$ cat src/hw/rsc_cfg.svh
// Constants for the reset strap configuration register bank
`ifndef RSC_CFG_SVH
`define RSC_CFG_SVH

`define RSC_INDEX_PORT 16'h0022
`define RSC_DATA_PORT 16'h0023
`define RSC_OFS_CPU_MULT_BOOT 8'h4B
`define RSC_OFS_CLK_PIN_PERIPH 8'h4C
`define RSC_OFS_HOST_SYNTH 8'h5F

`define RSC_BIT_CPU_MULT_HI 7
`define RSC_BIT_CPU_MULT_LO 6
`define RSC_BIT_BOOT_WIDTH 0
`define RSC_BIT_PAR_EN 7
`define RSC_BIT_KBD_EN 6
`define RSC_BIT_DOT_DIR 4
`define RSC_BIT_MEM_OUT 3
`define RSC_BIT_HOST_DIR 2
`define RSC_BIT_SER1_EN 1
`define RSC_BIT_SER2_EN 0
`define RSC_SYNTH_LSB 3
`define RSC_SYNTH_MSB 5

`define RSC_INDEX_RESET 8'h00
`define RSC_STRAP_RESET 1'b0

`endif

$ cat src/hw/rsc_pkg.sv
// Types for the reset strap configuration register bank
package rsc_pkg;

  typedef enum logic [1:0] {
    RSC_MULT_RSVD = 2'h0,
    RSC_MULT_X1 = 2'h1,
    RSC_MULT_X2 = 2'h2
  } rsc_mult_e;

  typedef enum logic [2:0] {
    RSC_HCLK_RSVD = 3'h0,
    RSC_HCLK_25 = 3'h1,
    RSC_HCLK_50 = 3'h2,
    RSC_HCLK_60 = 3'h3,
    RSC_HCLK_66 = 3'h4
  } rsc_hclk_e;

  typedef enum logic [1:0] {
    RSC_DESKEW_RSVD = 2'h0,
    RSC_DESKEW_LOW = 2'h1,
    RSC_DESKEW_HIGH = 2'h2
  } rsc_deskew_e;

  // Capture sequencer, Gray coded
  typedef enum logic [1:0] {
    RSC_ST_RESET = 2'b00,
    RSC_ST_CAPTURE = 2'b01,
    RSC_ST_RUN = 2'b11
  } rsc_state_e;

endpackage

$ cat src/hw/rsc_decode.sv
// Decoder from strap levels to clock and speed selections
`timescale 1ns/100ps
`default_nettype none

module rsc_decode
(
  input wire logic i_mult_hi,
  input wire logic i_mult_lo,
  input wire logic [2:0] i_synth_sel,
  input wire logic i_speed_b,
  input wire logic i_speed_a,
  input wire logic i_deskew_a,
  input wire logic i_deskew_b,
  output rsc_pkg::rsc_mult_e o_mult,
  output rsc_pkg::rsc_hclk_e o_hclk,
  output rsc_pkg::rsc_deskew_e o_deskew
);

  always_comb
  begin
    case ({i_mult_lo, i_mult_hi})
      2'b10: o_mult = rsc_pkg::RSC_MULT_X1;
      2'b11: o_mult = rsc_pkg::RSC_MULT_X2;
      default: o_mult = rsc_pkg::RSC_MULT_RSVD;
    endcase
  end

  always_comb
  begin
    o_hclk = rsc_pkg::RSC_HCLK_RSVD;
    if (!i_speed_b && !i_speed_a)
    begin
      case (i_synth_sel)
        3'h0: o_hclk = rsc_pkg::RSC_HCLK_25;
        3'h1: o_hclk = rsc_pkg::RSC_HCLK_50;
        3'h2: o_hclk = rsc_pkg::RSC_HCLK_60;
        3'h3: o_hclk = rsc_pkg::RSC_HCLK_66;
        default: o_hclk = rsc_pkg::RSC_HCLK_RSVD;
      endcase
    end
  end

  always_comb
  begin
    case ({i_deskew_a, i_deskew_b})
      2'b10: o_deskew = rsc_pkg::RSC_DESKEW_LOW;
      2'b01: o_deskew = rsc_pkg::RSC_DESKEW_HIGH;
      default: o_deskew = rsc_pkg::RSC_DESKEW_RSVD;
    endcase
  end

endmodule
`default_nettype wire

$ cat src/hw/rsc_strap_regs.sv
// Strap capture registers behind an index/data I/O port pair
`include "rsc_cfg.svh"
`timescale 1ns/100ps
`default_nettype none

module rsc_strap_regs
(
  input wire logic i_clk,
  input wire logic i_arst_n,
  // I/O port access
  input wire logic [15:0] i_io_addr,
  input wire logic i_io_wr,
  input wire logic i_io_rd,
  input wire logic [7:0] i_io_wdata,
  output logic [7:0] o_io_rdata,
  output logic o_io_hit,
  // Strap pins
  input wire logic i_cpu_mult_strap_hi,
  input wire logic i_cpu_mult_strap_lo,
  input wire logic i_boot_width_strap,
  input wire logic [2:0] i_host_synth_select_straps,
  input wire logic i_host_speed_strap_b,
  input wire logic i_host_speed_strap_a,
  input wire logic i_parallel_port_enable_strap,
  input wire logic i_keyboard_enable_strap,
  input wire logic i_dot_clock_dir_strap,
  input wire logic i_mem_clock_out_strap,
  input wire logic i_host_clock_dir_strap,
  input wire logic i_serial_one_enable_strap,
  input wire logic i_serial_two_enable_strap,
  input wire logic i_deskew_strap_a,
  input wire logic i_deskew_strap_b,
  // Decoded controls
  output logic o_straps_valid,
  output rsc_pkg::rsc_mult_e o_cpu_mult,
  output logic o_boot_width_16,
  output logic [2:0] o_host_synth_select,
  output rsc_pkg::rsc_hclk_e o_host_clock_speed,
  output rsc_pkg::rsc_deskew_e o_deskew_range,
  output logic o_parallel_port_enable,
  output logic o_keyboard_enable,
  output logic o_dot_clock_out_en,
  output logic o_memory_clock_out_en,
  output logic o_host_clock_out_en,
  output logic o_serial_port_one_enable,
  output logic o_serial_port_two_enable
);

  // ******************************
  // Capture sequencer
  // ******************************
  rsc_pkg::rsc_state_e state;
  rsc_pkg::rsc_state_e next_state;

  always_comb
  begin
    case (state)
      rsc_pkg::RSC_ST_RESET: next_state = rsc_pkg::RSC_ST_CAPTURE;
      rsc_pkg::RSC_ST_CAPTURE: next_state = rsc_pkg::RSC_ST_RUN;
      rsc_pkg::RSC_ST_RUN: next_state = rsc_pkg::RSC_ST_RUN;
      default: next_state = rsc_pkg::RSC_ST_RESET;
    endcase
  end

  always_ff @(posedge i_clk or negedge i_arst_n)
  begin
    if (!i_arst_n)
      state <= rsc_pkg::RSC_ST_RESET;
    else
      state <= next_state;
  end

  // Straps are sampled once, on the first edge after release;
  // an async reset may only load constants.
  logic capture;
  assign capture = (state == rsc_pkg::RSC_ST_RESET);

  // ******************************
  // Strap storage
  // ******************************
  logic mult_hi;
  logic mult_lo;
  logic boot_width;
  logic [2:0] synth_sel;
  logic speed_b;
  logic speed_a;
  logic deskew_a;
  logic deskew_b;
  logic [7:0] periph;

  always_ff @(posedge i_clk or negedge i_arst_n)
  begin
    if (!i_arst_n)
    begin
      mult_hi <= `RSC_STRAP_RESET;
      mult_lo <= `RSC_STRAP_RESET;
      boot_width <= `RSC_STRAP_RESET;
      synth_sel <= 3'h0;
      speed_b <= `RSC_STRAP_RESET;
      speed_a <= `RSC_STRAP_RESET;
      deskew_a <= `RSC_STRAP_RESET;
      deskew_b <= `RSC_STRAP_RESET;
    end
    else if (capture)
    begin
      mult_hi <= i_cpu_mult_strap_hi;
      mult_lo <= i_cpu_mult_strap_lo;
      boot_width <= i_boot_width_strap;
      synth_sel <= i_host_synth_select_straps;
      speed_b <= i_host_speed_strap_b;
      speed_a <= i_host_speed_strap_a;
      deskew_a <= i_deskew_strap_a;
      deskew_b <= i_deskew_strap_b;
    end
  end

  // ******************************
  // Index / data port
  // ******************************
  logic [7:0] index;
  logic idx_sel;
  logic data_sel;
  assign idx_sel = (i_io_addr == `RSC_INDEX_PORT);
  assign data_sel = (i_io_addr == `RSC_DATA_PORT);

  always_ff @(posedge i_clk or negedge i_arst_n)
  begin
    if (!i_arst_n)
      index <= `RSC_INDEX_RESET;
    else if (i_io_wr && idx_sel)
      index <= i_io_wdata;
  end

  // Peripheral register: only the dot clock bit takes writes
  always_ff @(posedge i_clk or negedge i_arst_n)
  begin
    if (!i_arst_n)
      periph <= 8'h00;
    else if (capture)
    begin
      periph <= 8'h00;
      periph[`RSC_BIT_PAR_EN] <= i_parallel_port_enable_strap;
      periph[`RSC_BIT_KBD_EN] <= i_keyboard_enable_strap;
      periph[`RSC_BIT_DOT_DIR] <= i_dot_clock_dir_strap;
      periph[`RSC_BIT_MEM_OUT] <= i_mem_clock_out_strap;
      periph[`RSC_BIT_HOST_DIR] <= i_host_clock_dir_strap;
      periph[`RSC_BIT_SER1_EN] <= i_serial_one_enable_strap;
      periph[`RSC_BIT_SER2_EN] <= i_serial_two_enable_strap;
    end
    else if (i_io_wr && data_sel && index == `RSC_OFS_CLK_PIN_PERIPH)
      periph[`RSC_BIT_DOT_DIR] <= i_io_wdata[`RSC_BIT_DOT_DIR];
  end

  function automatic logic [7:0] read_mux(input logic [7:0] idx);
    logic [7:0] v;
    v = 8'h00;
    case (idx)
      `RSC_OFS_CPU_MULT_BOOT:
      begin
        v[`RSC_BIT_CPU_MULT_HI] = mult_hi;
        v[`RSC_BIT_CPU_MULT_LO] = mult_lo;
        v[`RSC_BIT_BOOT_WIDTH] = boot_width;
      end
      `RSC_OFS_CLK_PIN_PERIPH: v = periph;
      `RSC_OFS_HOST_SYNTH: v[`RSC_SYNTH_MSB:`RSC_SYNTH_LSB] = synth_sel;
      default: v = 8'h00;
    endcase
    return v;
  endfunction

  // Read data is registered; valid the cycle after the read strobe
  always_ff @(posedge i_clk or negedge i_arst_n)
  begin
    if (!i_arst_n)
      o_io_rdata <= 8'h00;
    else if (i_io_rd && idx_sel)
      o_io_rdata <= index;
    else if (i_io_rd && data_sel)
      o_io_rdata <= read_mux(index);
  end

  assign o_io_hit = idx_sel || data_sel;

  // ******************************
  // Controls
  // ******************************
  // Board is trusted to keep speed legal for times one; no check
  rsc_decode u_decode
  (
    .i_mult_hi(mult_hi),
    .i_mult_lo(mult_lo),
    .i_synth_sel(synth_sel),
    .i_speed_b(speed_b),
    .i_speed_a(speed_a),
    .i_deskew_a(deskew_a),
    .i_deskew_b(deskew_b),
    .o_mult(o_cpu_mult),
    .o_hclk(o_host_clock_speed),
    .o_deskew(o_deskew_range)
  );

  assign o_straps_valid = (state == rsc_pkg::RSC_ST_RUN);
  assign o_boot_width_16 = boot_width;
  assign o_host_synth_select = synth_sel;
  assign o_parallel_port_enable = periph[`RSC_BIT_PAR_EN];
  assign o_keyboard_enable = periph[`RSC_BIT_KBD_EN];
  assign o_dot_clock_out_en = periph[`RSC_BIT_DOT_DIR];
  assign o_memory_clock_out_en = periph[`RSC_BIT_MEM_OUT];
  assign o_host_clock_out_en = periph[`RSC_BIT_HOST_DIR];
  assign o_serial_port_one_enable = periph[`RSC_BIT_SER1_EN];
  assign o_serial_port_two_enable = periph[`RSC_BIT_SER2_EN];

endmodule
`default_nettype wire

$ cat config.mk
export PLATFORM = sky130hd
export DESIGN_NAME = rsc_strap_regs
export DESIGN_NICKNAME = d
export VERILOG_FILES = /design/src/hw/rsc_pkg.sv /design/src/hw/rsc_decode.sv /design/src/hw/rsc_strap_regs.sv
export VERILOG_INCLUDE_DIRS = /design/src /design/src/hw
export SDC_FILE = /design/constraint.sdc
export NUM_CORES = 1
export LEC_CHECK = 0
export BUFFER_PORTS_ARGS = -buffer_cell sky130_fd_sc_hd__buf_2
export CORE_UTILIZATION = 50
export CTS_CLUSTER_DIAMETER = 120
export DETAILED_ROUTE_END_ITERATION = 16
export HOLD_SLACK_MARGIN = 0.08
export MAX_ROUTING_LAYER = met4
export PLACE_DENSITY = 0.84
export RECOVER_POWER = 100
export SYNTH_ARGS = -nofsm -noshare
export SYNTH_HDL_FRONTEND = slang
export SYNTH_SLANG_ARGS = --single-unit
$ cat constraint.sdc
create_clock -name i_clk -period 3 [get_ports i_clk]
set_clock_uncertainty 0.05 [all_clocks]
set_input_delay 0.3 -clock i_clk [delete_from_list [all_inputs] [get_ports i_clk]]
set_output_delay 0.3 -clock i_clk [all_outputs]
set_load 0.03 [all_outputs]
# Word-level counts from Yosys, hierarchy flattened
# Cells that the tools add are included.
[op_classes] n_reduce_logical=14 n_eq_ne=14 muxes=13
[ops] op="$eq A16 B6 Y1 const B" n=2
[ops] op="$eq A8 B7 Y1 const B" n=3
[ops] op="$mux W8" n=2
[ops] op="$pmux W2 S2" n=4
[ops] op="$pmux W3 S4" n=1
[ops] op="$eq A2 B2 Y1 const B" n=4
[ops] op="$eq A3 B2 Y1 const B" n=2
[ops] op="$logic_and A1 B1 Y1" n=6
[ops] op="$pmux W3 S2" n=1
[ops] op="$eq A2 B1 Y1 const B" n=2
[ops] op="$reduce_bool A2 Y1" n=2
[ops] op="$eq A3 B1 Y1 const B" n=1
[ops] op="$logic_not A3 Y1" n=1
[ops] op="$mux W3" n=1
[ops] op="$logic_not A1 Y1" n=2
[ops] op="$logic_not A2 Y1" n=1
[ops] op="$mux W1" n=2
[ops] op="$mux W2" n=1
[ops] op="$pmux W1 S2" n=1
[ops] op="$reduce_or A2 Y1" n=1
[ops] op="$logic_or A1 B1 Y1" n=1
[totals] elab_cells=54 ff_bits=35 output_inout_bits=28 in_bits=45

# Depth between registers and ports, before layout
# Gate-level depths: netlist of run 1.
[logic_depth] word_depth=5 mapped_depth=5 ltp_nobuf=4

# By module
# A second synthesis of run 1 with hierarchy kept.
[unflattened] hier_cells=122 hier_area_um2=1606.5
[modules_own_cells] mod="rsc_strap_regs" cells_per_inst=113 instances=1 seq_area_each_um2=875.8 area_each_um2=1544.0
[modules_own_cells] mod="rsc_decode" cells_per_inst=9 instances=1 seq_area_each_um2=0.0 area_each_um2=62.6

# Worst setup path after synthesis of run 1
# No wires, ideal clock.
[synth_timing] path_type="register to output" from="reg synth_sel[0] (netlist: o_host_synth_select[0])" to="out o_host_clock_speed[1]" setup_slack_ns=1.051 n_path_buf=0 path_stages_with_launch=3 arrival_time_ns=1.599 required_time_ns=2.650 path_cell_list="dfrtp_1 > xnor2_1 > nor4_1"
[synth_via] elab_chain_cells=3 word_cells_on_any_way=6
[synth_lines] element="from (decl)" line="rsc_strap_regs.sv:84" rtl="logic [2:0] synth_sel;"
[synth_lines] element="from (signal assigned)" line="rsc_strap_regs.sv:109" rtl="synth_sel <= i_host_synth_select_straps;"
[synth_lines] element="$eq A3 B2 Y1, or another cell as far along" line="rsc_decode.sv:33" rtl="case (i_synth_sel)"
[synth_lines] element="$pmux W3 S4 (*)" line="rsc_decode.sv:33"
[synth_lines] element="$mux W3 (*)" line="rsc_decode.sv:31" rtl="if (!i_speed_b && !i_speed_a)"
[synth_lines] element="to (decl)" line="rsc_strap_regs.sv:38" rtl="output rsc_pkg::rsc_hclk_e o_host_clock_speed,"
# Mark *: on every way between the ends. The rest lies on a longest branch, timed or not.

# Worst setup path in the final report of run 1
[layout_timing] from="reg state[1]" to="reg boot_width (netlist: o_boot_width_16)"
[layout_via] elab_chain_cells=1
[layout_lines] element="from (decl)" line="rsc_strap_regs.sv:52" rtl="rsc_pkg::rsc_state_e state;"
[layout_lines] element="from (signal assigned)" line="rsc_strap_regs.sv:68" rtl="state <= rsc_pkg::RSC_ST_RESET;"
[layout_lines] element="from (signal assigned)" line="rsc_strap_regs.sv:70" rtl="state <= next_state;"
[layout_lines] element="$logic_not A2 Y1" line="rsc_strap_regs.sv:76" rtl="assign capture = (state == rsc_pkg::RSC_ST_RESET);"
[layout_lines] element="to (signal assigned)" line="rsc_strap_regs.sv:97" rtl="boot_width <= `RSC_STRAP_RESET;"
[layout_lines] element="to (signal assigned)" line="rsc_strap_regs.sv:108" rtl="boot_width <= i_boot_width_strap;"
[layout_lines] element="to (decl)" line="rsc_strap_regs.sv:83" rtl="logic boot_width;"
# Every way passes these cells.
# A chain may end at the register's enable or synchronous reset.

==> results of run 1 <==
## metrics by stage
stage / cells / instance area (sq um)
floorplan: 131 / 1679
global placement: 243 / 2069
detailed placement: 243 / 2069
CTS: 251 / 2136
global route: 251 / 2066
finish: 251 / 2066
## cell type report
class | instances | area, sq um | share of cell area (%)
clock buffer | 6 | 51.30 | 2.483
multi-input combinational | 86 | 720.7 | 34.89
sequential | 35 | 875.8 | 42.40
tap | 44 | 55.05 | 2.665
timing repair buffer | 73 | 335.3 | 16.23
clock inverter | 1 | 5.005 | 0.2423
inverter | 6 | 22.52 | 1.090
## per-layer routing
metal	up-vias	share of wire (%)
li1	657	-
met1	668	43
met2	54	50
met3	12	4.8
met4	0	1.9
met5	-	0
## cell usage in the layout, fill, tap and decap left out, types with 2 or more instances in the layout
cell / instances
nor4b_1: 4
o22ai_1: 4
clkbuf_1: 28
buf_2: 44
nor3b_1: 2
and4_2: 2
nor2b_1: 3
nor3_1: 4
a32o_1: 3
nor4_1: 4
o21ai_0: 4
and3_1: 2
clkbuf_4: 5
and2_1: 2
dfrtp_1: 35
mux2_2: 23
nand3_1: 5
mux2_1: 5
inv_1: 5
nand2_1: 2
a22oi_1: 5
## state kept, by name, summed over array words and instances, names as in the netlist
| name | flops |
|---|---|
| speed_a | 1 |
| o_host_synth_select | 3 |
| speed_b | 1 |
| periph | 7 |
| o_io_rdata | 8 |
| mult_hi | 1 |
| deskew_a | 1 |
| mult_lo | 1 |
| deskew_b | 1 |
| o_boot_width_16 | 1 |
| state | 2 |
| index | 8 |
## what timing repair did
item / 4_1_cts / 5_1_grt
hold buffers: 1 / 0
buffers inserted: 0 / 0
endpoints found under the setup margin: 0 / 0
hold endpoints to repair: 35 / 0
## where the power goes
| group | switching, uW | total (uW) | internal [uW] |
|---|---|---|---|
| Sequential | 12.0 | 495 | 483 |
| Clock | 148 | 256 | 108 |
| Combinational | 57.3 | 97.8 | 40.5 |
## worst max path at each step
stage	startpoint	depth (start not counted)	endpoint	slack, ps
after floorplan	o_host_synth_select[0]	2	o_host_clock_speed[1]	1050
after global placement	i_io_addr[4]	5	index[0]	1190
after detailed placement	i_io_addr[8]	5	index[0]	1150
after CTS	o_host_synth_select[0]	3	o_host_clock_speed[1]	1190
after global routing	state[1]	2	mult_hi	810
final	state[1]	2	o_boot_width_16	960
## kinds of logic (layout without fill, tap and decap cells)
kind of cell	after synthesis	count (layout)	share of synthesized area [%]
AO/OA/AOI/OAI	20	20	8.569
XOR/XNOR	1	1	0.5217
buffers and inverters	10	86	2.831
flip-flops	35	35	52.16
multiplexers	28	28	19.67
AND/OR/NAND/NOR	37	37	16.24
## worst register-to-register path, stage by stage (launching register included)
cell	delay [ps]
dfrtp_1	420
nor2_1	1020
mux2_2	440
==> impl_metrics.tcl, run 1 <==
set metrics [dict create \
    cts.sinks 35 \
    hold_viol 0 \
    ys_async_sr_fraction_pct 100.0 \
    crit_slowest_cell "nor2_1" \
    r2r_cells 2 \
    setup_viol 0 \
    clk_pin_slew_worst_paths_ps 100 \
    crit_type "reg -> reg" \
    fin_crit_ps 2037 \
    place_ws_ps 1148 \
    hp-start "i_io_wdata[5]" \
    power-per-cell-area_nw_per_um2 411.2 \
    power_leakage_uw 0.0009237 \
    grt_pass1_vias 1342 \
    syn_to_final_growth_pct 23.03 \
    rsz0062_at_grt "false" \
    holdWs_ps 137.3 \
    dp_hpwl_microns 2920 \
    required_ps 3170 \
    layout_setup_ws_ps 963.4 \
    ioPinCount 73 \
    coreArea_sq_um 3128 \
    synth_common_cells "dfrtp_1 (35), mux2_2 (24), a22oi_1 (5), inv_1 (5), nand3_1 (5)" \
    min_to "index[5]" \
    gp_routability_congestion 0.7984 \
    cts-root-buf "clkbuf_4" \
    synth_top_cell_by_area "dfrtp_1" \
    fin_nets 252 \
    drc 0 \
    r2r_end "o_boot_width_16" \
    cp_num_buf_inv 0 \
    die_area_sq_um 3594 \
    power_uw 849.4 \
    cts_buffer_depth 2 \
    grt.busiest_layer "met2" \
    tns_ps 0 \
    grt_overflow_total 0 \
    holdPathStages 2 \
    syn_area_sq_um 1679 \
    syn_inst 131 \
    ir_worst_vdd_v 0.0003267 \
    met1_usage_pct 29.59 \
    grt_max_degree 36 \
    start_util_pct 53.68 \
    die_h_microns 59.95 \
    crit_arrival_ps 2210 \
    portBuffers 72 \
    synthDistinctLibCells 36 \
    seq_area_frac_synth_pct 52.16 \
    yosysWarnings 0 \
    fillers 264 \
    drive_gt1_share_pct 37.68 \
    netlist_top_cells_area "dfrtp_1 (52%), mux2_2 (16%), mux2_4 (3.6%), a22oi_1 (2.2%), a32o_1 (1.8%)" \
    cp_max_fo 17 \
    cpPeakStageDelay_ps 1020 \
    r2r_slack_ps 960 \
    drt-total-wl_microns 3793 \
    max-slew-margin-rel_pct 11.02 \
    synth-edff-count 0 \
    num_rows 20 \
    cts-htree-levels 2 \
    syn_nets 176 \
    clock_latency_ps 330 \
    cap_violations 0 \
    path_cells "nor2_1 > mux2_2" \
    antennaDiodeCount 0 \
    slew_viol_final 0 \
    grt_usage_pct 23.84 \
    max_freq_mhz 491.0 \
    antenna_found_initial 0 \
    grt.met3_usage_pct 5.411 \
    synth_top_area_share_pct 52.16 \
    avgSynthCellArea_sq_um 12.82 \
    wl_per_cell_microns 15.11 \
    tritoncts "yes" \
    final_core_util_pct 66.04 \
    period_share_pct 67.89 \
    die_x_microns 59.95 \
    crit_family "simple AND/OR/NAND/NOR gates" \
    drt_iter0_markers 70 \
    ant_nets 0 \
    vias 1391 \
    grt_pass1_wl_microns 6113 \
    hold_path.class "in -> reg" \
    max_slew.worst_pin.slew_ps 1330 \
    ys.flop_type "dfrtp_1" \
    synth.most_common_cell "dfrtp_1" \
    r2r-start "state[1]" \
    viasPerCell 5.542 \
    critPathCaptureType "flop" \
    cts-resized-gates 0 \
    synth_seq_cells 35 \
    outcome "complete, no violations" \
    numCtsBuffers 5 \
    critPathLaunchType "flop" \
    drt_pre_antenna_iters 4 \
    met2_usage_pct 38.89 \
]
Note: power is estimated with default switching activity, not from simulation.
==> run 2: changes to the inputs <==
- CORE_UTILIZATION: 50 -> 47
- PLACE_DENSITY: 0.84 -> 0.79
- clock period: 3 -> 1.9 ns (I/O delays scaled with it)
==> impl_metrics.tcl, run 2 (synthesis results as in run 1) <==
set metrics [dict create \
    die_h_microns 61.77 \
    holdWs_ps 286.3 \
    share_comb_of_total_power_pct 13.7 \
    crit_type "reg -> out" \
    setup_viol 0 \
    final_common_cell "buf_2" \
    clock_latency_ps 340 \
    switchingPower_uw 359.5 \
    finalNonFillerCells 281 \
    viasPerCell 5.349 \
    max_freq_mhz 595.7 \
    power_frac_seq_pct 54.4 \
    layout_setup_ws_ps 221.4 \
    drc 0 \
    tritoncts "yes" \
    drt_pre_antenna_iters 4 \
    cts_setup_buffers 0 \
    max-slew-margin-rel_pct 42.73 \
    outcome "complete, no violations" \
    critPathCaptureType "primary output" \
    slew_viol_final 0 \
    switching_share_pct 25.00 \
    coreArea_sq_um 3390 \
    cts-htree-levels 2 \
    grt_pass1_vias 1463 \
    intPower_uw 1079 \
    num_rows 21 \
    antennaDiodeCount 0 \
    r2r_cells 4 \
    grt_usage_pct 25.36 \
    crit_arrival_ps 1440 \
    max_slew.worst_pin.slew_ps 859.1 \
    required_ps 1660 \
    r2r-start "index[2]" \
    die_area_sq_um 3816 \
    fin_crit_ps 1679 \
    period_share_pct 88.35 \
    power-per-cell-area_nw_per_um2 614.1 \
    fillers 264 \
    ioPinCount 73 \
    vias 1503 \
    place_ws_ps 135.7 \
    drt_iter0_markers 53 \
    dp.cells 247 \
    wl_per_cell_microns 15.18 \
    rsz0062_at_grt "false" \
    gp_routability_congestion 0.8348 \
    drive_gt1_share_pct 34.47 \
    critPathLaunchType "flop" \
    holdPathStages 3 \
    dp_hpwl_microns 2834 \
    ir_worst_vdd_v 0.0005145 \
    drt-total-wl_microns 4265 \
    ant_nets 0 \
    numCtsBuffers 5 \
    hold_viol 0 \
    power_leakage_uw 0.001044 \
    cts.sinks 35 \
    grt_pass1_wl_microns 6596 \
    grt_max_degree 36 \
    cp_max_fo 6 \
    die_x_microns 61.77 \
    cp-endpoint "o_host_clock_speed[1]" \
    tns_ps 0 \
    top_regs "index x8, o_io_rdata x8, periph x7" \
    fin_nets 279 \
    clk_pin_slew_worst_paths_ps 100 \
    r2r_end "o_io_rdata[2]" \
    grt_overflow_total 0 \
    cts-root-buf "clkbuf_4" \
    cts_buffer_depth 2 \
    startpoint "o_host_synth_select[0]" \
    hold_path.class "in -> reg" \
    cap_violations 0 \
    r2r_slack_ps 360 \
    clkPwrFrac_pct 31.9 \
    syn_to_final_growth_pct 39.49 \
    layout_common_cells "buf_2 (43), dfrtp_1 (35), clkbuf_1 (30)" \
    start_util_pct 49.54 \
    portBuffers 72 \
    antenna_found_initial 0 \
]
run 2: what timing repair did:
| item | CTS | global route |
|---|---|---|
| resized for setup | 0 | 0 |
| hold endpoints to repair | 60 | 0 |
| hold buffers | 26 | 0 |
run 2: through the flow:
| stage | utilization [%] | instance area (sq um) | total power (uW) |
|---|---|---|---|
| floorplan | - | 1679 | 863.7 |
| global placement | 61.57 | 2087 | 952.6 |
| detailed placement | 61.57 | 2087 | 958.9 |
| CTS | 71.28 | 2416 | 1458 |
| global route | 69.10 | 2342 | 1509 |
| finish | 69.10 | 2342 | 1438 |
run 2: power by group through the flow:
stage | Sequential, uW | Clock [uW] | Combinational, uW
finish | 783 | 459 | 197
detailed placement | 796 | 0 | 162
global placement | 794 | 0 | 158
CTS | 782 | 473 | 204
global route | 786 | 509 | 214
floorplan | 816 | 0 | 47.5
run 2: worst min path at each step:
stage / start / endpoint
final: i_io_addr[0] / o_io_rdata[6]
after CTS: i_io_addr[0] / o_io_rdata[6]
after floorplan: i_arst_n / deskew_a
after detailed placement: i_arst_n / o_io_rdata[7]
after global routing: i_io_addr[0] / o_io_rdata[6]
after global placement: i_arst_n / o_io_rdata[0]
run 2: worst max-delay path, cell delays in order, from the launching register on:
cell and delay [ps]:
dfrtp_1 460, xnor2_1 150, nor4_1 160, clkbuf_1 340
run 2: area by class of cell:
type | instances | area (sq um) | area share, %
tap | 46 | 57.56 | 2.457
inverter | 6 | 22.52 | 0.9615
timing repair buffer | 100 | 594.3 | 25.37
clock buffer | 8 | 68.82 | 2.938
sequential | 35 | 875.8 | 37.39
multi-input combinational | 86 | 723.2 | 30.88
run 2: layer usage:
layer | up-vias | GRT usage, % | wire length (microns)
met1 | 726 | 28.53 | 1740
met2 | 56 | 44.09 | 2247
met5 | - | - | 0
met3 | 10 | 4.969 | 197
li1 | 711 | - | -
met4 | 0 | 10.48 | 78
==> run 3: changes to the inputs <==
- CTS_CLUSTER_DIAMETER: 120 -> unset
- GPL_ROUTABILITY_DRIVEN: unset -> 0
- REMOVE_ABC_BUFFERS: unset -> 1
==> impl_metrics.tcl, run 3 (synthesis results as in run 1) <==
set metrics [dict create \
    ant_nets 0 \
    fin_crit_ps 1651 \
    cp_max_fo 6 \
    cpPeakStageDelay_ps 450 \
    period_share_pct 86.91 \
    start_util_pct 49.54 \
    fin_area_sq_um 2346 \
    power-per-cell-area_nw_per_um2 613.1 \
    power_leakage_uw 0.001043 \
    critPathCaptureType "primary output" \
    clock_latency_ps 340 \
    path_depth 2 \
    numCtsBuffers 5 \
    cp_num_buf_inv 1 \
    dp.cells 247 \
    ioPinCount 73 \
    crit_slowest_cell "dfrtp_1" \
    drt-total-wl_microns 4283 \
    grt_pass1_vias 1502 \
    wl_per_cell_microns 15.24 \
    cts-htree-levels 2 \
    cts-root-buf "clkbuf_4" \
    hold_path.class "in -> reg" \
    layout_common_cells "buf_2 (44), dfrtp_1 (35), clkbuf_1 (29)" \
    r2r_cells 4 \
    dp_hpwl_microns 2934 \
    placed_area_sq_um 2087 \
    setup_viol 0 \
    final_core_util_pct 69.21 \
    r2r_end "o_io_rdata[5]" \
    crit_family "flip-flops" \
    vias 1518 \
    drc 0 \
    tns_ps 0 \
    hold_viol 0 \
    portBuffers 72 \
    ir_worst_vdd_v 0.0004545 \
    cp-endpoint "o_host_clock_speed[2]" \
    crit_type "reg -> out" \
    path_cells "nor4_1 > clkbuf_1" \
    finalNonFillerCells 281 \
    r2r_slack_ps 360 \
    grt_max_degree 36 \
    antenna_found_initial 0 \
    rsz0062_at_grt "false" \
    num_rows 21 \
    syn_to_final_growth_pct 39.72 \
    slew_viol_final 0 \
    holdWs_ps 291.5 \
    cap_violations 0 \
    critPathLaunchType "flop" \
    drive_gt1_share_pct 35.32 \
    required_ps 1660 \
    fin_nets 279 \
    die_area_sq_um 3816 \
    drt_pre_antenna_iters 4 \
    crit_arrival_ps 1410 \
    r2r-start "index[2]" \
    fillers 265 \
    coreArea_sq_um 3390 \
    grt_pass1_wl_microns 6568 \
    drt_iter0_markers 71 \
    cts_buffer_depth 2 \
    tritoncts "yes" \
    grt_usage_pct 25.25 \
    die_x_microns 61.77 \
    cts-resized-gates 0 \
    viasPerCell 5.402 \
    cts_setup_buffers 0 \
    clk_pin_slew_worst_paths_ps 100 \
    outcome "complete, no violations" \
    grt_overflow_total 0 \
    startpoint "o_host_synth_select[2]" \
    final_common_cell "buf_2" \
    max-slew-margin-rel_pct 42.56 \
    max_slew.worst_pin.slew_ps 861.6 \
    max_freq_mhz 605.6 \
    top_regs "index x8, o_io_rdata x8, periph x7" \
    die_h_microns 61.77 \
    antennaDiodeCount 0 \
    cts.sinks 35 \
]
run 3: worst min path at each step:
stage,from,to,slack (ps),depth (start not counted)
after global placement,i_arst_n,deskew_b,240,1
after detailed placement,i_arst_n,deskew_b,260,1
after CTS,i_io_addr[0],index[7],270,4
final,i_io_addr[0],index[7],290,4
after global routing,i_io_rd,o_io_rdata[1],280,3
after floorplan,i_arst_n,deskew_a,-160,0
run 3: layout make-up:
type	count	area, sq um	area share, %
Multi-Input combinational cell	86	725.7	30.93
Tap cell	46	57.56	2.453
Clock buffer	8	68.82	2.933
Timing Repair Buffer	100	595.6	25.39
Sequential cell	35	875.8	37.33
Inverter	6	22.52	0.9600
run 3: worst reg2reg max path: stages, from the launching register on:
cell and delay, ps:
dfrtp_1 430, nand4_1 140, nor3_1 460, a32o_1 260, mux2_2 150
run 3: metrics by stage:
step	power [uW]	worst slack, ps
2_1_floorplan	863.7	61.30
3_3_place_gp	951.9	194.0
3_5_place_dp	958.4	147.2
4_1_cts	1464	292.8
5_1_grt	1505	136.7
6_report	1438	248.8
run 3: what timing repair did:
| action | in CTS | in global routing |
|---|---|---|
| hold buffers | 26 | 0 |
| endpoints found under the setup margin | 0 | 0 |
| endpoints found under the hold margin | 60 | 0 |
run 3: layer usage:
metal | track usage, % | share of wire (%) | up-vias
met5 | - | 0 | -
met4 | 7.619 | 1.3 | 0
met3 | 7.453 | 4.4 | 7
met2 | 43.63 | 54 | 59
met1 | 28.21 | 40 | 748
li1 | - | - | 704
run 3: power breakdown:
group / internal (uW) / switching (uW)
registers: 763 / 19.2
clock network: 218 / 241
logic: 97.8 / 99.4
